[config.mk]
export PLATFORM = sky130hd
export DESIGN_NAME = csdm_top
export DESIGN_NICKNAME = d
export VERILOG_FILES = /design/src/logic/csdm_pkg.sv /design/src/logic/csdm_top.sv
export VERILOG_INCLUDE_DIRS = /design/src /design/src/logic
export SDC_FILE = /design/constraint.sdc
export NUM_CORES = 1
export LEC_CHECK = 0
export BUFFER_PORTS_ARGS = -buffer_cell sky130_fd_sc_hd__buf_2
export CORE_AREA = 2 2 347 349
export CTS_CLUSTER_DIAMETER = 60
export DETAILED_ROUTE_END_ITERATION = 7
export DIE_AREA = 0 0 349 351
export SLEW_MARGIN = 10
export SYNTH_ARGS = -nofsm -noshare
export SYNTH_HDL_FRONTEND = slang
export SYNTH_SLANG_ARGS = --single-unit
[constraint.sdc]
create_clock -name i_clock -period 8.75 [get_ports i_clock]
set_input_delay 1.75 -clock i_clock [delete_from_list [all_inputs] [get_ports i_clock]]
set_output_delay 1.75 -clock i_clock [all_outputs]
set_load 0.05 [all_outputs]
[src/logic/csdm_map.svh]
// register offsets, field positions, reset values and timing counts of the mode block
`ifndef CSDM_MAP_SVH
`define CSDM_MAP_SVH
// register byte offsets
`define CSDM_OFS_MODE 8'h00
`define CSDM_OFS_CTRL 8'h04
`define CSDM_OFS_TGT_VEL 8'h08
`define CSDM_OFS_TGT_TRQ 8'h0C
`define CSDM_OFS_MAX_TRQ 8'h10
`define CSDM_OFS_INTERP 8'h14
`define CSDM_OFS_STEP_NUM 8'h18
`define CSDM_OFS_STEP_DEN 8'h1C
`define CSDM_OFS_FE_WIN 8'h20
`define CSDM_OFS_FE_TMO 8'h24
`define CSDM_OFS_QS_DEC 8'h28
`define CSDM_OFS_QS_OPT 8'h2C
`define CSDM_OFS_STATUS 8'h30
`define CSDM_OFS_POS 8'h34
`define CSDM_OFS_POLES 8'h38
// field positions
`define CSDM_CTRL_CLOSED_LOOP 0
`define CSDM_CTRL_QUICK_STOP 1
`define CSDM_ST_SYNC 8
`define CSDM_ST_LIMIT 11
`define CSDM_ST_FOLLOW 12
`define CSDM_ST_FOLLOW_ERR 13
// mode selector codes
`define CSDM_MODE_CSV 8'h09
`define CSDM_MODE_CST 8'h0A
`define CSDM_MODE_STEP 8'hFF
// reset values
`define CSDM_RST_STEP_NUM 16'h0080
`define CSDM_RST_STEP_DEN 16'h0001
`define CSDM_RST_IP_PERIOD 8'h01
`define CSDM_RST_IP_INDEX 8'hFD
`define CSDM_RST_POLES 8'h32
// supported interpolation time index (-3)
`define CSDM_IP_INDEX_MS 8'hFD
// units per full step and full steps per pole pair
`define CSDM_FULL_STEP 16'h0200
`define CSDM_STEPS_PER_POLE 4
// timing: clock period and cycle time base, both in ns
`define CSDM_CLK_NS 25
`define CSDM_MS_NS 1000000
`define CSDM_MS_CYCLES (`CSDM_MS_NS / `CSDM_CLK_NS)
`endif

[src/logic/csdm_pkg.sv]
// types of the cyclic setpoint and step/direction mode block
`default_nettype none
package csdm_pkg;
  // operating mode decoded from the selector byte
  typedef enum logic [1:0] {
    CSDM_M_IDLE = 2'b00,
    CSDM_M_CSV = 2'b01,
    CSDM_M_CST = 2'b10,
    CSDM_M_STEP = 2'b11
  } csdm_mode_e;
  // step scale divider state
  typedef enum logic [0:0] {
    CSDM_DIV_IDLE = 1'b0,
    CSDM_DIV_RUN = 1'b1
  } csdm_div_e;
  // complete state of the block
  typedef struct packed {
    logic [7:0] mode_sel;
    logic closed_loop;
    logic quick_stop;
    logic [31:0] tgt_vel;
    logic [15:0] tgt_trq;
    logic [15:0] max_trq;
    logic [7:0] ip_period;
    logic [7:0] ip_index;
    logic [15:0] step_num;
    logic [15:0] step_den;
    logic [31:0] fe_window;
    logic [15:0] fe_timeout;
    logic [31:0] qs_decel;
    logic [15:0] qs_option;
    logic [7:0] poles;
    logic [15:0] ms_cnt;
    logic [7:0] cyc_cnt;
    logic got_sp;
    logic sync;
    logic [31:0] vel_cmd;
    logic [15:0] trq_cmd;
    logic [31:0] pos;
    logic [15:0] frac;
    logic [15:0] quo;
    logic [15:0] rem;
    csdm_div_e div_state;
    logic [4:0] div_cnt;
    logic [15:0] div_q;
    logic [15:0] div_r;
    logic [15:0] fe_cnt;
    logic fe_flag;
    logic [2:0] s_clk;
    logic [2:0] s_dir;
    logic [2:0] s_lneg;
    logic [2:0] s_lpos;
    logic clk_lvl;
    logic dir_lvl;
    logic lim_neg;
    logic lim_pos;
    logic [31:0] prdata;
    logic pready;
    logic pslverr;
  } csdm_state_s;
endpackage
`default_nettype wire

[src/logic/csdm_top.sv]
// cyclic velocity/torque and step/direction mode logic with an apb register file
`default_nettype none
`include "csdm_map.svh"
module csdm_top #(
  parameter int P_MS_CYCLES = `CSDM_MS_CYCLES
) (
  // clock and reset
  input wire logic i_clock,
  input wire logic i_rst_n,
  // apb slave
  input wire logic i_psel,
  input wire logic i_penable,
  input wire logic i_pwrite,
  input wire logic [7:0] i_paddr,
  input wire logic [31:0] i_pwdata,
  output logic [31:0] o_prdata,
  output logic o_pready,
  output logic o_pslverr,
  // pulse/direction and limit switch pins
  input wire logic i_step_clk,
  input wire logic i_step_dir,
  input wire logic i_limit_neg,
  input wire logic i_limit_pos,
  // measured position from the control loop
  input wire logic [31:0] i_actual_pos,
  // commands to the control loop
  output logic [31:0] o_vel_cmd,
  output logic [15:0] o_trq_cmd,
  output logic [31:0] o_step_pos,
  output logic o_sync
);
  import csdm_pkg::*;

  localparam logic [15:0] MS_LAST = 16'(P_MS_CYCLES - 1);

  csdm_state_s st_reg; // registered state
  csdm_state_s st_next; // next state
  csdm_mode_e mode; // decoded selector
  logic setup; // apb setup phase
  logic wr; // write takes effect this edge
  logic ms_tick; // one-cycle pulse each millisecond
  logic win_end; // last tick of a cycle period
  logic ip_ok; // supported time index
  logic follow; // setpoint in use
  logic clk_rise; // filtered step clock rising edge
  logic [31:0] err; // demand minus actual
  logic [31:0] err_abs; // magnitude of error
  logic [16:0] div_trial; // divider shifted remainder
  logic [16:0] frac_sum; // fraction accumulation
  logic [31:0] step_amt; // scaled distance of this pulse
  logic [31:0] qs_next; // ramped velocity
  logic [31:0] rd; // read mux
  logic rd_ok; // address mapped
  logic [15:0] den_eff; // denominator, zero read as one

  // decode the signed selector byte into a mode
  // -1 and FFh are the same byte, so one code covers both spellings
  // any other value selects idle, which holds the velocity and torque commands at zero and leaves the step position held
  // a selector change takes effect on the edge after the write lands
  always_comb
  begin
    unique case (st_reg.mode_sel)
      `CSDM_MODE_CSV: mode = CSDM_M_CSV;
      `CSDM_MODE_CST: mode = CSDM_M_CST;
      `CSDM_MODE_STEP: mode = CSDM_M_STEP;
      default: mode = CSDM_M_IDLE;
    endcase
  end

  // read data multiplexer
  // unmapped offsets clear rd_ok, which turns into pslverr one cycle later
  // narrow fields sit in the low bits and the unused upper bits read zero, except the sign-extended mode byte and the full-steps high half of the poles word
  always_comb
  begin
    rd = 32'h0000_0000;
    rd_ok = 1'b1;
    unique case (i_paddr)
      // signed byte sign-extended on read
      `CSDM_OFS_MODE: rd = {{24{st_reg.mode_sel[7]}}, st_reg.mode_sel};
      `CSDM_OFS_CTRL: rd = {30'h0, st_reg.quick_stop, st_reg.closed_loop};
      `CSDM_OFS_TGT_VEL: rd = st_reg.tgt_vel;
      `CSDM_OFS_TGT_TRQ: rd = {16'h0000, st_reg.tgt_trq};
      `CSDM_OFS_MAX_TRQ: rd = {16'h0000, st_reg.max_trq};
      `CSDM_OFS_INTERP: rd = {16'h0000, st_reg.ip_index, st_reg.ip_period};
      `CSDM_OFS_STEP_NUM: rd = {16'h0000, st_reg.step_num};
      `CSDM_OFS_STEP_DEN: rd = {16'h0000, st_reg.step_den};
      `CSDM_OFS_FE_WIN: rd = st_reg.fe_window;
      `CSDM_OFS_FE_TMO: rd = {16'h0000, st_reg.fe_timeout};
      `CSDM_OFS_QS_DEC: rd = st_reg.qs_decel;
      `CSDM_OFS_QS_OPT: rd = {16'h0000, st_reg.qs_option};
      `CSDM_OFS_STATUS:
      begin
        // sync only has meaning in the cyclic modes
        // the follow bit reads zero outside the velocity and torque modes
        rd[`CSDM_ST_SYNC] = st_reg.sync && (mode == CSDM_M_CSV || mode == CSDM_M_CST);
        rd[`CSDM_ST_LIMIT] = st_reg.lim_neg | st_reg.lim_pos;
        rd[`CSDM_ST_FOLLOW] = follow;
        rd[`CSDM_ST_FOLLOW_ERR] = st_reg.fe_flag;
      end
      `CSDM_OFS_POS: rd = st_reg.pos;
      // low half: pole pairs, high half: full steps per revolution
      `CSDM_OFS_POLES: rd = {16'(st_reg.poles * `CSDM_STEPS_PER_POLE), 8'h00, st_reg.poles};
      default: rd_ok = 1'b0;
    endcase
  end

  // helper terms shared by the next-state logic
  // the step edge is taken from the filtered level, never the raw pin, so a
  // glitch shorter than one clock period cannot move the position
  always_comb
  begin
    setup = i_psel && !i_penable;
    wr = i_psel && i_penable && st_reg.pready && i_pwrite && !st_reg.pslverr;
    ms_tick = (st_reg.ms_cnt == MS_LAST);
    ip_ok = (st_reg.ip_index == `CSDM_IP_INDEX_MS);
    // period counted in milliseconds, zero treated as one
    win_end = ms_tick && (({1'b0, st_reg.cyc_cnt} + 9'h001) >= {1'b0, st_reg.ip_period});
    // follow drops at once when sync, time index or quick-stop fail
    follow = st_reg.sync && ip_ok && !st_reg.quick_stop &&
      (mode == CSDM_M_CSV || (mode == CSDM_M_CST && st_reg.closed_loop));
    clk_rise = (st_reg.s_clk[2] == st_reg.s_clk[1]) && st_reg.s_clk[1] && !st_reg.clk_lvl;
    err = st_reg.pos - i_actual_pos;
    err_abs = err[31] ? (32'h0000_0000 - err) : err;
    den_eff = (st_reg.step_den == 16'h0000) ? 16'h0001 : st_reg.step_den;
    div_trial = {st_reg.div_r, st_reg.div_q[15]};
    frac_sum = {1'b0, st_reg.frac} + {1'b0, st_reg.rem};
    step_amt = {16'h0000, st_reg.quo} + ((frac_sum >= {1'b0, den_eff}) ? 32'h1 : 32'h0);
    // ramp toward zero by the quick-stop deceleration per millisecond
    if (st_reg.vel_cmd[31])
      qs_next = ($signed(st_reg.vel_cmd) + $signed(st_reg.qs_decel) > 0) ? 32'h0 :
        st_reg.vel_cmd + st_reg.qs_decel;
    else
      qs_next = (st_reg.vel_cmd > st_reg.qs_decel) ? st_reg.vel_cmd - st_reg.qs_decel : 32'h0;
  end

  // next state of the whole block
  // every field starts from its registered value, so a branch that does not
  // touch a field leaves it held
  always_comb
  begin
    st_next = st_reg;
    // apb: answer in the first access cycle, zero wait states
    st_next.pready = setup;
    st_next.pslverr = setup && !rd_ok;
    // read data stands only with pready; zero at every other cycle so a stale
    // word cannot be mistaken for a fresh answer
    if (setup && rd_ok && !i_pwrite)
      st_next.prdata = rd;
    else
      st_next.prdata = 32'h0000_0000;
    // register writes; control bits gate the cyclic modes (closed loop for torque, quick-stop for velocity and torque)
    if (wr)
    begin
      unique case (i_paddr)
        `CSDM_OFS_MODE: st_next.mode_sel = i_pwdata[7:0];
        `CSDM_OFS_CTRL:
        begin
          st_next.closed_loop = i_pwdata[`CSDM_CTRL_CLOSED_LOOP];
          st_next.quick_stop = i_pwdata[`CSDM_CTRL_QUICK_STOP];
        end
        `CSDM_OFS_TGT_VEL: st_next.tgt_vel = i_pwdata;
        `CSDM_OFS_TGT_TRQ: st_next.tgt_trq = i_pwdata[15:0];
        `CSDM_OFS_MAX_TRQ: st_next.max_trq = i_pwdata[15:0];
        `CSDM_OFS_INTERP:
        begin
          st_next.ip_period = i_pwdata[7:0];
          st_next.ip_index = i_pwdata[15:8];
        end
        `CSDM_OFS_STEP_NUM: st_next.step_num = i_pwdata[15:0];
        `CSDM_OFS_STEP_DEN: st_next.step_den = i_pwdata[15:0];
        `CSDM_OFS_FE_WIN: st_next.fe_window = i_pwdata;
        `CSDM_OFS_FE_TMO: st_next.fe_timeout = i_pwdata[15:0];
        `CSDM_OFS_QS_DEC: st_next.qs_decel = i_pwdata;
        `CSDM_OFS_QS_OPT: st_next.qs_option = i_pwdata[15:0];
        `CSDM_OFS_POS: st_next.pos = i_pwdata;
        `CSDM_OFS_POLES: st_next.poles = i_pwdata[7:0];
        default: st_next.mode_sel = st_reg.mode_sel; // read-only status
      endcase
    end
    // millisecond time base
    // the same tick paces cycle windows, quick-stop braking and error timeout
    st_next.ms_cnt = ms_tick ? 16'h0000 : st_reg.ms_cnt + 16'h0001;
    // cycle window: a setpoint seen in each window keeps sync
    // a wrong time index forces sync low, which also stops both commands
    if (win_end)
    begin
      // a setpoint written on the closing edge still counts
      st_next.sync = ip_ok && (st_reg.got_sp ||
        (wr && (i_paddr == `CSDM_OFS_TGT_VEL || i_paddr == `CSDM_OFS_TGT_TRQ)));
      st_next.got_sp = 1'b0;
      st_next.cyc_cnt = 8'h00;
    end
    else
    begin
      if (wr && (i_paddr == `CSDM_OFS_TGT_VEL || i_paddr == `CSDM_OFS_TGT_TRQ))
        st_next.got_sp = 1'b1;
      if (ms_tick)
        st_next.cyc_cnt = st_reg.cyc_cnt + 8'h01;
    end
    // pin synchronisers: level accepted once stages two and three agree
    // the first stage may go metastable and is read by nothing but stage two
    st_next.s_clk = {st_reg.s_clk[1:0], i_step_clk};
    st_next.s_dir = {st_reg.s_dir[1:0], i_step_dir};
    st_next.s_lneg = {st_reg.s_lneg[1:0], i_limit_neg};
    st_next.s_lpos = {st_reg.s_lpos[1:0], i_limit_pos};
    if (st_reg.s_clk[2] == st_reg.s_clk[1])
      st_next.clk_lvl = st_reg.s_clk[1];
    if (st_reg.s_dir[2] == st_reg.s_dir[1])
      st_next.dir_lvl = st_reg.s_dir[1];
    if (st_reg.s_lneg[2] == st_reg.s_lneg[1])
      st_next.lim_neg = st_reg.s_lneg[1];
    if (st_reg.s_lpos[2] == st_reg.s_lpos[1])
      st_next.lim_pos = st_reg.s_lpos[1];
    // velocity command: direct copy, no ramp
    // quick-stop has priority over the setpoint; braking steps once per tick
    // and never overshoots through zero
    if (mode == CSDM_M_CSV && st_reg.quick_stop)
    begin
      // option zero stops at once, others brake with the deceleration
      // braking works on the magnitude, so the sign of the command is kept
      if (st_reg.qs_option == 16'h0000)
        st_next.vel_cmd = 32'h0000_0000;
      else if (ms_tick)
        st_next.vel_cmd = qs_next;
    end
    else if (mode == CSDM_M_CSV && follow)
    begin
      st_next.vel_cmd = st_reg.tgt_vel;
      // no motion into a tripped limit switch
      if ((st_reg.tgt_vel[31] && st_reg.lim_neg) ||
        (!st_reg.tgt_vel[31] && st_reg.lim_pos))
        st_next.vel_cmd = 32'h0000_0000;
    end
    else
      st_next.vel_cmd = 32'h0000_0000;
    // torque command: clamped to the maximum permissible torque
    // the setpoint is read relative to the configured maximum, so anything
    // beyond it in either direction is cut to the maximum
    if (mode == CSDM_M_CST && follow)
    begin
      if ($signed(st_reg.tgt_trq) > $signed(st_reg.max_trq))
        st_next.trq_cmd = st_reg.max_trq;
      else if ($signed(st_reg.tgt_trq) < -$signed(st_reg.max_trq))
        st_next.trq_cmd = 16'h0000 - st_reg.max_trq;
      else
        st_next.trq_cmd = st_reg.tgt_trq;
      if ((st_reg.tgt_trq[15] && st_reg.lim_neg) || (!st_reg.tgt_trq[15] && st_reg.lim_pos))
        st_next.trq_cmd = 16'h0000;
    end
    else
      st_next.trq_cmd = 16'h0000;
    // restart the scale division whenever numerator or denominator change
    // pulses that arrive during the sixteen cycles of the division are dropped;
    // the controller must not write the scale while it is stepping
    // the remainder carries into frac, so fractional steps are not lost
    if (wr && (i_paddr == `CSDM_OFS_STEP_NUM || i_paddr == `CSDM_OFS_STEP_DEN))
    begin
      st_next.div_state = CSDM_DIV_RUN;
      st_next.div_cnt = 5'h00;
      st_next.div_q = (i_paddr == `CSDM_OFS_STEP_NUM) ? i_pwdata[15:0] : st_reg.step_num;
      st_next.div_r = 16'h0000;
      st_next.frac = 16'h0000;
    end
    else
    begin
      unique case (st_reg.div_state)
        CSDM_DIV_IDLE:
        begin
          // one scaled step per filtered rising clock edge
          if (mode == CSDM_M_STEP && clk_rise &&
            !(st_reg.dir_lvl ? st_reg.lim_pos : st_reg.lim_neg))
          begin
            st_next.pos = st_reg.dir_lvl ? st_reg.pos + step_amt : st_reg.pos - step_amt;
            st_next.frac = (frac_sum >= {1'b0, den_eff}) ?
              16'(frac_sum - {1'b0, den_eff}) : frac_sum[15:0];
          end
        end
        CSDM_DIV_RUN:
        begin
          // restoring division, one quotient bit per clock
          // sixteen passes; the last one also latches quotient and remainder
          if (div_trial >= {1'b0, den_eff})
          begin
            st_next.div_r = 16'(div_trial - {1'b0, den_eff});
            st_next.div_q = {st_reg.div_q[14:0], 1'b1};
          end
          else
          begin
            st_next.div_r = div_trial[15:0];
            st_next.div_q = {st_reg.div_q[14:0], 1'b0};
          end
          st_next.div_cnt = st_reg.div_cnt + 5'h01;
          if (st_reg.div_cnt == 5'h0F)
          begin
            st_next.div_state = CSDM_DIV_IDLE;
            st_next.quo = (div_trial >= {1'b0, den_eff}) ? {st_reg.div_q[14:0], 1'b1} :
              {st_reg.div_q[14:0], 1'b0};
            st_next.rem = (div_trial >= {1'b0, den_eff}) ?
              16'(div_trial - {1'b0, den_eff}) : div_trial[15:0];
          end
        end
      endcase
    end
    // following error: only in stepping mode under closed loop
    // the counter saturates so a long excursion cannot wrap and clear the flag
    // returning into the corridor resets both counter and flag at once
    if (mode == CSDM_M_STEP && st_reg.closed_loop && (err_abs > st_reg.fe_window))
    begin
      if (ms_tick && st_reg.fe_cnt != 16'hFFFF)
        st_next.fe_cnt = st_reg.fe_cnt + 16'h0001;
      if (st_reg.fe_cnt > st_reg.fe_timeout)
        st_next.fe_flag = 1'b1;
    end
    else
    begin
      st_next.fe_cnt = 16'h0000;
      st_next.fe_flag = 1'b0;
    end
  end

  // state register
  // reset loads the default scale of a quarter step per pulse; quo starts
  // at the default numerator so stepping works before any division has run
  always_ff @(posedge i_clock or negedge i_rst_n)
  begin
    if (!i_rst_n)
    begin
      st_reg <= '0;
      st_reg.step_num <= `CSDM_RST_STEP_NUM;
      st_reg.step_den <= `CSDM_RST_STEP_DEN;
      st_reg.quo <= `CSDM_RST_STEP_NUM;
      st_reg.ip_period <= `CSDM_RST_IP_PERIOD;
      st_reg.ip_index <= `CSDM_RST_IP_INDEX;
      st_reg.poles <= `CSDM_RST_POLES;
      st_reg.div_state <= CSDM_DIV_IDLE;
    end
    else
      st_reg <= st_next;
  end

  // outputs straight from the state register
  // no output passes through logic after the register
  assign o_prdata = st_reg.prdata;
  assign o_pready = st_reg.pready;
  assign o_pslverr = st_reg.pslverr;
  assign o_vel_cmd = st_reg.vel_cmd;
  assign o_trq_cmd = st_reg.trq_cmd;
  assign o_step_pos = st_reg.pos;
  assign o_sync = st_reg.sync;
endmodule
`default_nettype wire

==> results by group, run 1 <==
Run status
  • Violated checks: design-rule violations
  • Result of the run: complete, but fails checks

Setup path
  • Worst stage delay on the critical path: 0.39 ns
  • Critical-path top delay cell: dfrtp_1
  • Arrival time worst endpoint: 8.80 ns
  • Number of cells on the worst reg-to-reg path: 42
  • Worst R2R Start: st_reg[106]
  • Worst-path fanout max: 6
  • Critical Path End Type: flop
  • Slack of the worst reg-to-reg path: 0.48 ns
  • Crit start category: flop
  • Endpoint of the most critical register-to-register path: o_step_pos[31]
  • Critical setup path kind: flop to flop
  • Worst Path Required: 9.28 ns

Clock tree
  • Clock transition time at the flip-flop clock pins of the worst setup and hold paths: 0.06 ns
  • Number of buffers on the longest clock path: 3
  • Number of buffers inserted during clock tree synthesis: 57
  • Clock Root Buffer: clkbuf_16
  • Worst skew pair latency: 0.66 ns
  • Total of hold buffers inserted after clock tree synthesis: 0
  • Number of clock sinks seen by CTS: 485
  • Clock tree from TritonCTS: yes
  • H-tree level count: 2

Placed design
  • Routability Congestion: 0.991
  • Total half-perimeter wirelength after legalization and detailed placement: 91,700 um
  • Place WS: -0.248 ns
  • Number of buffers added on ports: 195

Flow run
  • MaxCap Viol Count: 0

Detailed routing
  • Count of vias placed by the detailed router: 30.1k
  • Via count normalized by instance count: 5.50
  • Violation count after the first detailed-route iteration: 2,861
  • Routed Wire Length: 119,000 um
  • Number of search-and-repair iterations in the first detailed-routing pass: 8
  • Post-DRT Antenna Nets: 0
  • DRC violations left: 6
  • Routed length per instance: 21.8 um

Floorplanning
  • Number of cell rows: 127
  • Die X: 349 um
  • Chip height: 351 um
  • Core Box Area: 119,000 um^2
  • I/O pin count: 196
  • Starting density of the core: 29.7%
  • Die Area: 122,000 um^2

Power and ir drop
  • Portion of total power attributed to sequential cells: 32.7%
  • Maximum VDD drop: 0.000181 V
  • Proportion of total power due to net switching: 35.5%
  • Proportion of power drawn by combinational gates: 34.7%
  • Pleak: 18.3 nW
  • NetSw: 2.82 mW
  • Power density cells: 201 nW/um^2
  • Int Power: 5.13 mW
  • Total power: 7.94 mW
  • Share of total power in the clock network: 32.6%

Logic synthesis
  • Synth area leaders: dfrtp_1 (33%), ha_1 (9.8%), mux2_2 (7.7%), xnor2_1 (4.3%), a21oi_1 (3.6%)
  • Mapped Nets: 4,230
  • Largest area contributor in the netlist: dfrtp_1
  • Synth top area share: 33.3%
  • Async set or reset register ratio after synthesis: 100%
  • Top cell types by occurrence after synthesis: dfrtp_1 (471), ha_1 (276), nand2_1 (268)
  • Cell area after synthesis: 35,400 um^2
  • Most frequently used cell type in the post-synthesis netlist: dfrtp_1
  • Number of register bits inferred by synthesis: 485
  • Avg Inst Size Synth: 9.15 um^2
  • Primary flip-flop cell chosen by synthesis mapping: dfrtp_1
  • Number of warning messages in the yosys log: 0
  • Post-synthesis sequential area ratio: 34.4%
  • Number of distinct library cells after synthesis: 99
  • Gate count of the mapped netlist: 3,866
  • Number of synthesized flops with an enable pin: 0

Global route
  • Most Crowded Layer GR: met2
  • Pin count of the biggest net entering global routing: 136
  • Initial antenna violation count: 20
  • Met2 usage in global routing: 29.3%
  • Total global routing track utilization: 19.0%
  • Met1 Track Usage GR: 26.0%
  • Met3 GRT Util: 5.84%
  • Wire length of the first global-routing pass: 180,000 um
  • Global-route congestion overflow total: 0
  • Via count of the first global-routing pass: 28.5k

Final layout
  • Net count of the finished layout: 4,247
  • Ratio of cells with drive above 1 in the final layout: 17.5%
  • Max FFs per register: 345
  • Area added between synthesis and finish: 11.5%

STA
  • Maximum frequency from static timing analysis: 121 MHz
  • Slew Viols, Final: 0
  • # setup viols final: 0
  • Setup Skew: 0.0462 ns
  • Worst Max-Slew Pin Slew: 1.13 ns
  • Normalized max-slew margin: 24.4%
  • Worst-case setup margin in the final layout: 0.478 ns
  • Final Cycle Share: 94.5%
  • Final hold viol count: 0
  • Post-layout minimum cycle time: 8.27 ns
  • Setup repair after global routing missed its margin: true

Min path
  • Cell count of the worst hold path: 0
  • Hold Path Origin: st_next[48]
  • Hold EP: st_next[49]
  • Hold crit path type: flop to flop
## cells in the final DEF (no fill, tap or decap), types with 31 or more instances in the layout
cell type  count
dfrtp_1      470
ha_1         274
nand2_1      266
a21oi_1      254
nor2_1       251
mux2_2       243
inv_1        236
o21ai_0      207
buf_2        194
xnor2_1      174
nand3_1      100
a22oi_1       73
a21o_1        70
mux2i_1       68
xor2_1        64
clkbuf_16     57
nor2b_1       56
a221oi_1      55
nor3_1        54
buf_4         53
nand4_1       47
a211oi_1      42
a31oi_1       42
nand2b_1      37
o21a_1        33
and3_1        31
## per-stage QoR
| step | std cells | setup TNS (ns) | util, % | area (um^2) | hold WS (ns) |
|---|---|---|---|---|---|
| 2_1_floorplan | 3866 | 0 | - | 35400 | 0.331 |
| 3_3_place_gp | 5366 | 0 | 31.3 | 37200 | 0.335 |
| 3_5_place_dp | 5366 | -0.248 | 31.3 | 37200 | 0.336 |
| 4_1_cts | 5473 | 0 | 33.0 | 39300 | 0.340 |
| 5_1_grt | 5480 | -0.0839 | 33.1 | 39400 | 0.342 |
| 6_report | 5481 | 0 | 33.1 | 39400 | 0.339 |
## routing by layer
layer / share of wire [%] / vias to the layer above
met4: 2.3 / 30
met2: 44 / 1129
li1: - / 13900
met1: 44 / 14800
met3: 10 / 217
met5: 0.15 / -
## worst max-delay path, delay by kind of cell, from the launching register on
| family | cells | cell delay (ns) |
|---|---|---|
| compound gates | 21 | 3.94 |
| xor+xnor | 4 | 0.62 |
| fa+ha+maj | 5 | 1.31 |
| buf+inv | 1 | 0.15 |
| flops | 1 | 0.39 |
| mux | 1 | 0.19 |
| simple gates | 10 | 1.59 |
## power by group through the flow
stage               Combinational (mW)  Sequential, mW  Clock (mW)
finish                            2.76            2.60        2.59
global route                      3.09            2.62        2.72
CTS                               2.70            2.59        2.63
detailed placement                2.68            2.63           0
global placement                  2.65            2.63           0
floorplan                         2.10            2.55           0
## repair_timing
| action | 4_1_cts | 5_1_grt |
|---|---|---|
| buffers inserted | 0 | 6 |
| endpoints found under the setup margin | 1 | 9 |
| pin swaps | 0 | 10 |
| resized for setup | 7 | 14 |
## cells by family after synthesis
group | after synthesis | synth area share [%]
flip-flops | 485 | 34.4
multiplexers | 311 | 9.66
buffers and inverters | 532 | 6.90
AND/OR/NAND/NOR | 999 | 13.8
AO/OA/AOI/OAI | 1015 | 19.1
adder cells (fa/ha/maj) | 286 | 10.2
XOR/XNOR | 238 | 5.89
## worst max-delay path by stage
stage / start / endpoint / slack [ns] / depth (start not counted)
after floorplan: st_reg[106] / o_step_pos[31] / 0.33 / 45
final: st_reg[106] / o_step_pos[31] / 0.48 / 42
after detailed placement: st_reg[106] / o_step_pos[31] / -0.25 / 42
after CTS: st_reg[106] / o_step_pos[31] / 0.06 / 42
after global placement: st_reg[106] / o_step_pos[31] / 0.005 / 42
after global routing: st_reg[106] / o_step_pos[31] / -0.08 / 42
## layout make-up
type,count,area [um^2]
inverter,240,901
sequential,485,12200
timing repair buffer,250,1420
clock buffer,73,1600
multi-input combinational,2849,21000
clock inverter,34,457
antenna,2,5.00
tap,1548,1940
fill,12300,79600
No activity file was read; power rests on OpenSTA's default activity.
==> run 2, diff against run 1 <==
==> constraint.sdc (replaced) <==
create_clock -name i_clock -period 8.75 [get_ports i_clock]
set_input_delay 0.4375 -clock i_clock [delete_from_list [all_inputs] [get_ports i_clock]]
set_output_delay 0.4375 -clock i_clock [all_outputs]
set_load 0.05 [all_outputs]
==> run 2 against run 1 <==
The run now ends clean. Design area rose by 0.31%. Power fell by 0.96%. Clock power fell by 3%. Critical path type unchanged. Sequential power barely moved. Highest routed layer unchanged. Cell count rose by 0.36%. Sequential cell count did not move. Worst setup slack improved by 0.079 ns.
==> results by group, run 2 (synthesis gave the netlist of run 1 again) <==
Run status
  • Result of the run: complete, no violations

Clock tree
  • Worst skew pair latency: 0.66 ns (about the same)
  • Clock tree from TritonCTS: yes
  • Clock Root Buffer: clkbuf_16
  • Clock transition time at the flip-flop clock pins of the worst setup and hold paths: 0.06 ns (about the same)
  • H-tree level count: 2 (unchanged)
  • Number of buffers inserted during clock tree synthesis: 55 (-3.5%)
  • Number of buffers on the longest clock path: 3 (unchanged)
  • Number of clock sinks seen by CTS: 485 (unchanged)

STA
  • Final Cycle Share: 93.6% (-0.91 points)
  • # setup viols final: 0 (unchanged)
  • Total Negative Setup Slacks: 0 ns (unchanged)
  • Normalized max-slew margin: 21.9% (-2.5 points)
  • Final hold viol count: 0 (unchanged)
  • Final hold slack: 0.0625 ns (-0.276 ns)
  • Slew Viols, Final: 0 (unchanged)
  • Worst Max-Slew Pin Slew: 1.17 ns (+0.0324 ns)
  • Post-layout minimum cycle time: 8.19 ns (-0.0794 ns)
  • Worst-case setup margin in the final layout: 0.557 ns (+0.0794 ns)
  • Setup Skew: 0.0543 ns (+0.00806 ns)
  • Maximum frequency from static timing analysis: 122 MHz (+0.97%)

Floorplanning
  • Starting density of the core: 29.7% (unchanged)
  • Number of cell rows: 127 (unchanged)
  • Die Area: 122,000 um^2 (unchanged)
  • Core Box Area: 119,000 um^2 (unchanged)
  • Die X: 349 um (unchanged)
  • Chip height: 351 um (unchanged)
  • I/O pin count: 196 (unchanged)

Detailed routing
  • Via count normalized by instance count: 5.45 (-0.90%)
  • Routed Wire Length: 121,000 um (+1.3%)
  • Count of vias placed by the detailed router: 30.0k (-0.54%)
  • Routed length per instance: 22.0 um (+0.91%)
  • Violation count after the first detailed-route iteration: 2,826 (-1.2%)
  • Number of search-and-repair iterations in the first detailed-routing pass: 7 (-1)
  • DRC violations left: 0 (-6)
  • Post-DRT Antenna Nets: 0 (unchanged)

Setup path
  • Worst R2R Start: st_reg[106]
  • Number of buffers and inverters on the critical path: 0 (-1)
  • Timing startpoint of the critical path: st_reg[106]
  • Arrival time worst endpoint: 8.72 ns (-0.08 ns)
  • Worst Path Required: 9.27 ns (about the same)
  • Crit start category: flop
  • Worst-path fanout max: 6 (unchanged)
  • Critical-path top delay cell: dfrtp_1
  • Critical Path End Type: flop
  • Critical setup path kind: flop to flop
  • CP delay by family, top: compound AO/OA/AOI/OAI gates
  • Worst stage delay on the critical path: 0.39 ns (about the same)

Power and ir drop
  • Total power: 7.87 mW (-0.96%)
  • Power density cells: 199 nW/um^2 (-1.3%)
  • Maximum VDD drop: 0.000184 V (+1.6%)
  • Pleak: 18.4 nW (+0.48%)

Global route
  • Total global routing track utilization: 19.1% (+0.12 points)
  • Wire length of the first global-routing pass: 180,000 um (about the same)
  • Via count of the first global-routing pass: 28.1k (-1.4%)
  • Global-route congestion overflow total: 0 (unchanged)
  • Pin count of the biggest net entering global routing: 157 (+15%)
  • Initial antenna violation count: 18 (-10%)

Flow run
  • MaxCap Viol Count: 0 (unchanged)

Final layout
  • Most frequent cells in the layout: dfrtp_1 (470), ha_1 (274), nand2_1 (266)
  • Ratio of cells with drive above 1 in the final layout: 17.8% (+0.32 points)
  • Max FFs per register: 345 (unchanged)
  • Most common cell after layout, fill and taps aside: dfrtp_1
  • Final core utilization: 33.2% (+0.10 points)
  • Area added between synthesis and finish: 11.8%
  • Finished Cell Area: 39,600 um^2 (+0.31%)
  • Number of non-filler instances in the completed layout: 5,501 (+0.36%)
  • Net count of the finished layout: 4,269 (+0.52%)

Min path
  • Hold crit path type: input port to flop
  • Hold Path Origin: i_psel

Placed design
  • Area after detailed placement: 37,400 um^2 (+0.37%)
  • Routability Congestion: 0.975 (-1.7%)
  • Number of cells after detailed placement: 5,386 (+0.37%)
  • Number of buffers added on ports: 195 (unchanged)
  • Total half-perimeter wirelength after legalization and detailed placement: 93,300 um (+1.7%)
  • Place WS: -0.0864 ns (+0.162 ns)
[run 2: changes by cell type in the layout (fill, tap and decap cells not counted), sizes merged, moves of 2 or more]
cell         previous run  this run
clkbuf                 73        76
clkinv                 21        17
buf                   250       269
inv                   244       242
clkinvlp                2         0
dlygate4sd3             0         5
[run 2: worst paths after layout]
check / endpoint / slack (ns) / depth (start not counted)
hold reg to reg: st_next[40] / 0.35 / 0
hold / removal: o_pready / 0.06 / 3
setup / recovery: o_step_pos[31] / 0.56 / 41
min in group asynchronous: o_prdata[9] / 0.35 / 2
setup reg to reg: o_step_pos[31] / 0.56 / 41
max in group asynchronous: st_reg[104] / 6.51 / 4
[run 2: cell type report]
class / instances / area, um^2
Antenna cell: 3 / 7.51
Inverter: 240 / 901
Timing Repair Buffer: 274 / 1600
Tap cell: 1548 / 1940
Fill cell: 12300 / 79400
Multi-Input combinational cell: 2849 / 21000
Clock buffer: 76 / 1580
Sequential cell: 485 / 12200
Clock inverter: 26 / 398
[run 2: worst register-to-register path: cells and delay by family (launching register included)]
family          cells  cell delay [ns]
compound gates     20             4.01
xor+xnor            4             0.66
fa+ha+maj           5             1.29
flops               1             0.39
simple gates       12             1.72
[run 2: repair_timing]
item / CTS / global route
pin swaps: 1 / 12
resized for setup: 5 / 20
hold endpoints to repair: 82 / 0
setup buffers: 0 / 5
hold buffers: 5 / 0
endpoints found under the setup margin: 1 / 10
[run 2: power by group]
group	leakage (nW)	switching, mW	internal, mW	total [mW]
combinational	10.9	1.57	1.19	2.76
sequential	6.48	0.188	2.41	2.60
clock	0.972	1.02	1.48	2.50
total	18.4	2.78	5.09	7.87
[run 2: routing by layer]
layer  global-route usage, %  vias to the layer above  part of all wire, %
met3                    4.96                      184                  9.0
met1                    26.7                    14700                   45
li1                        -                    14000                    -
met2                    29.4                     1099                   44
met5                       0                        -                0.098
met4                    4.41                       18                  2.4
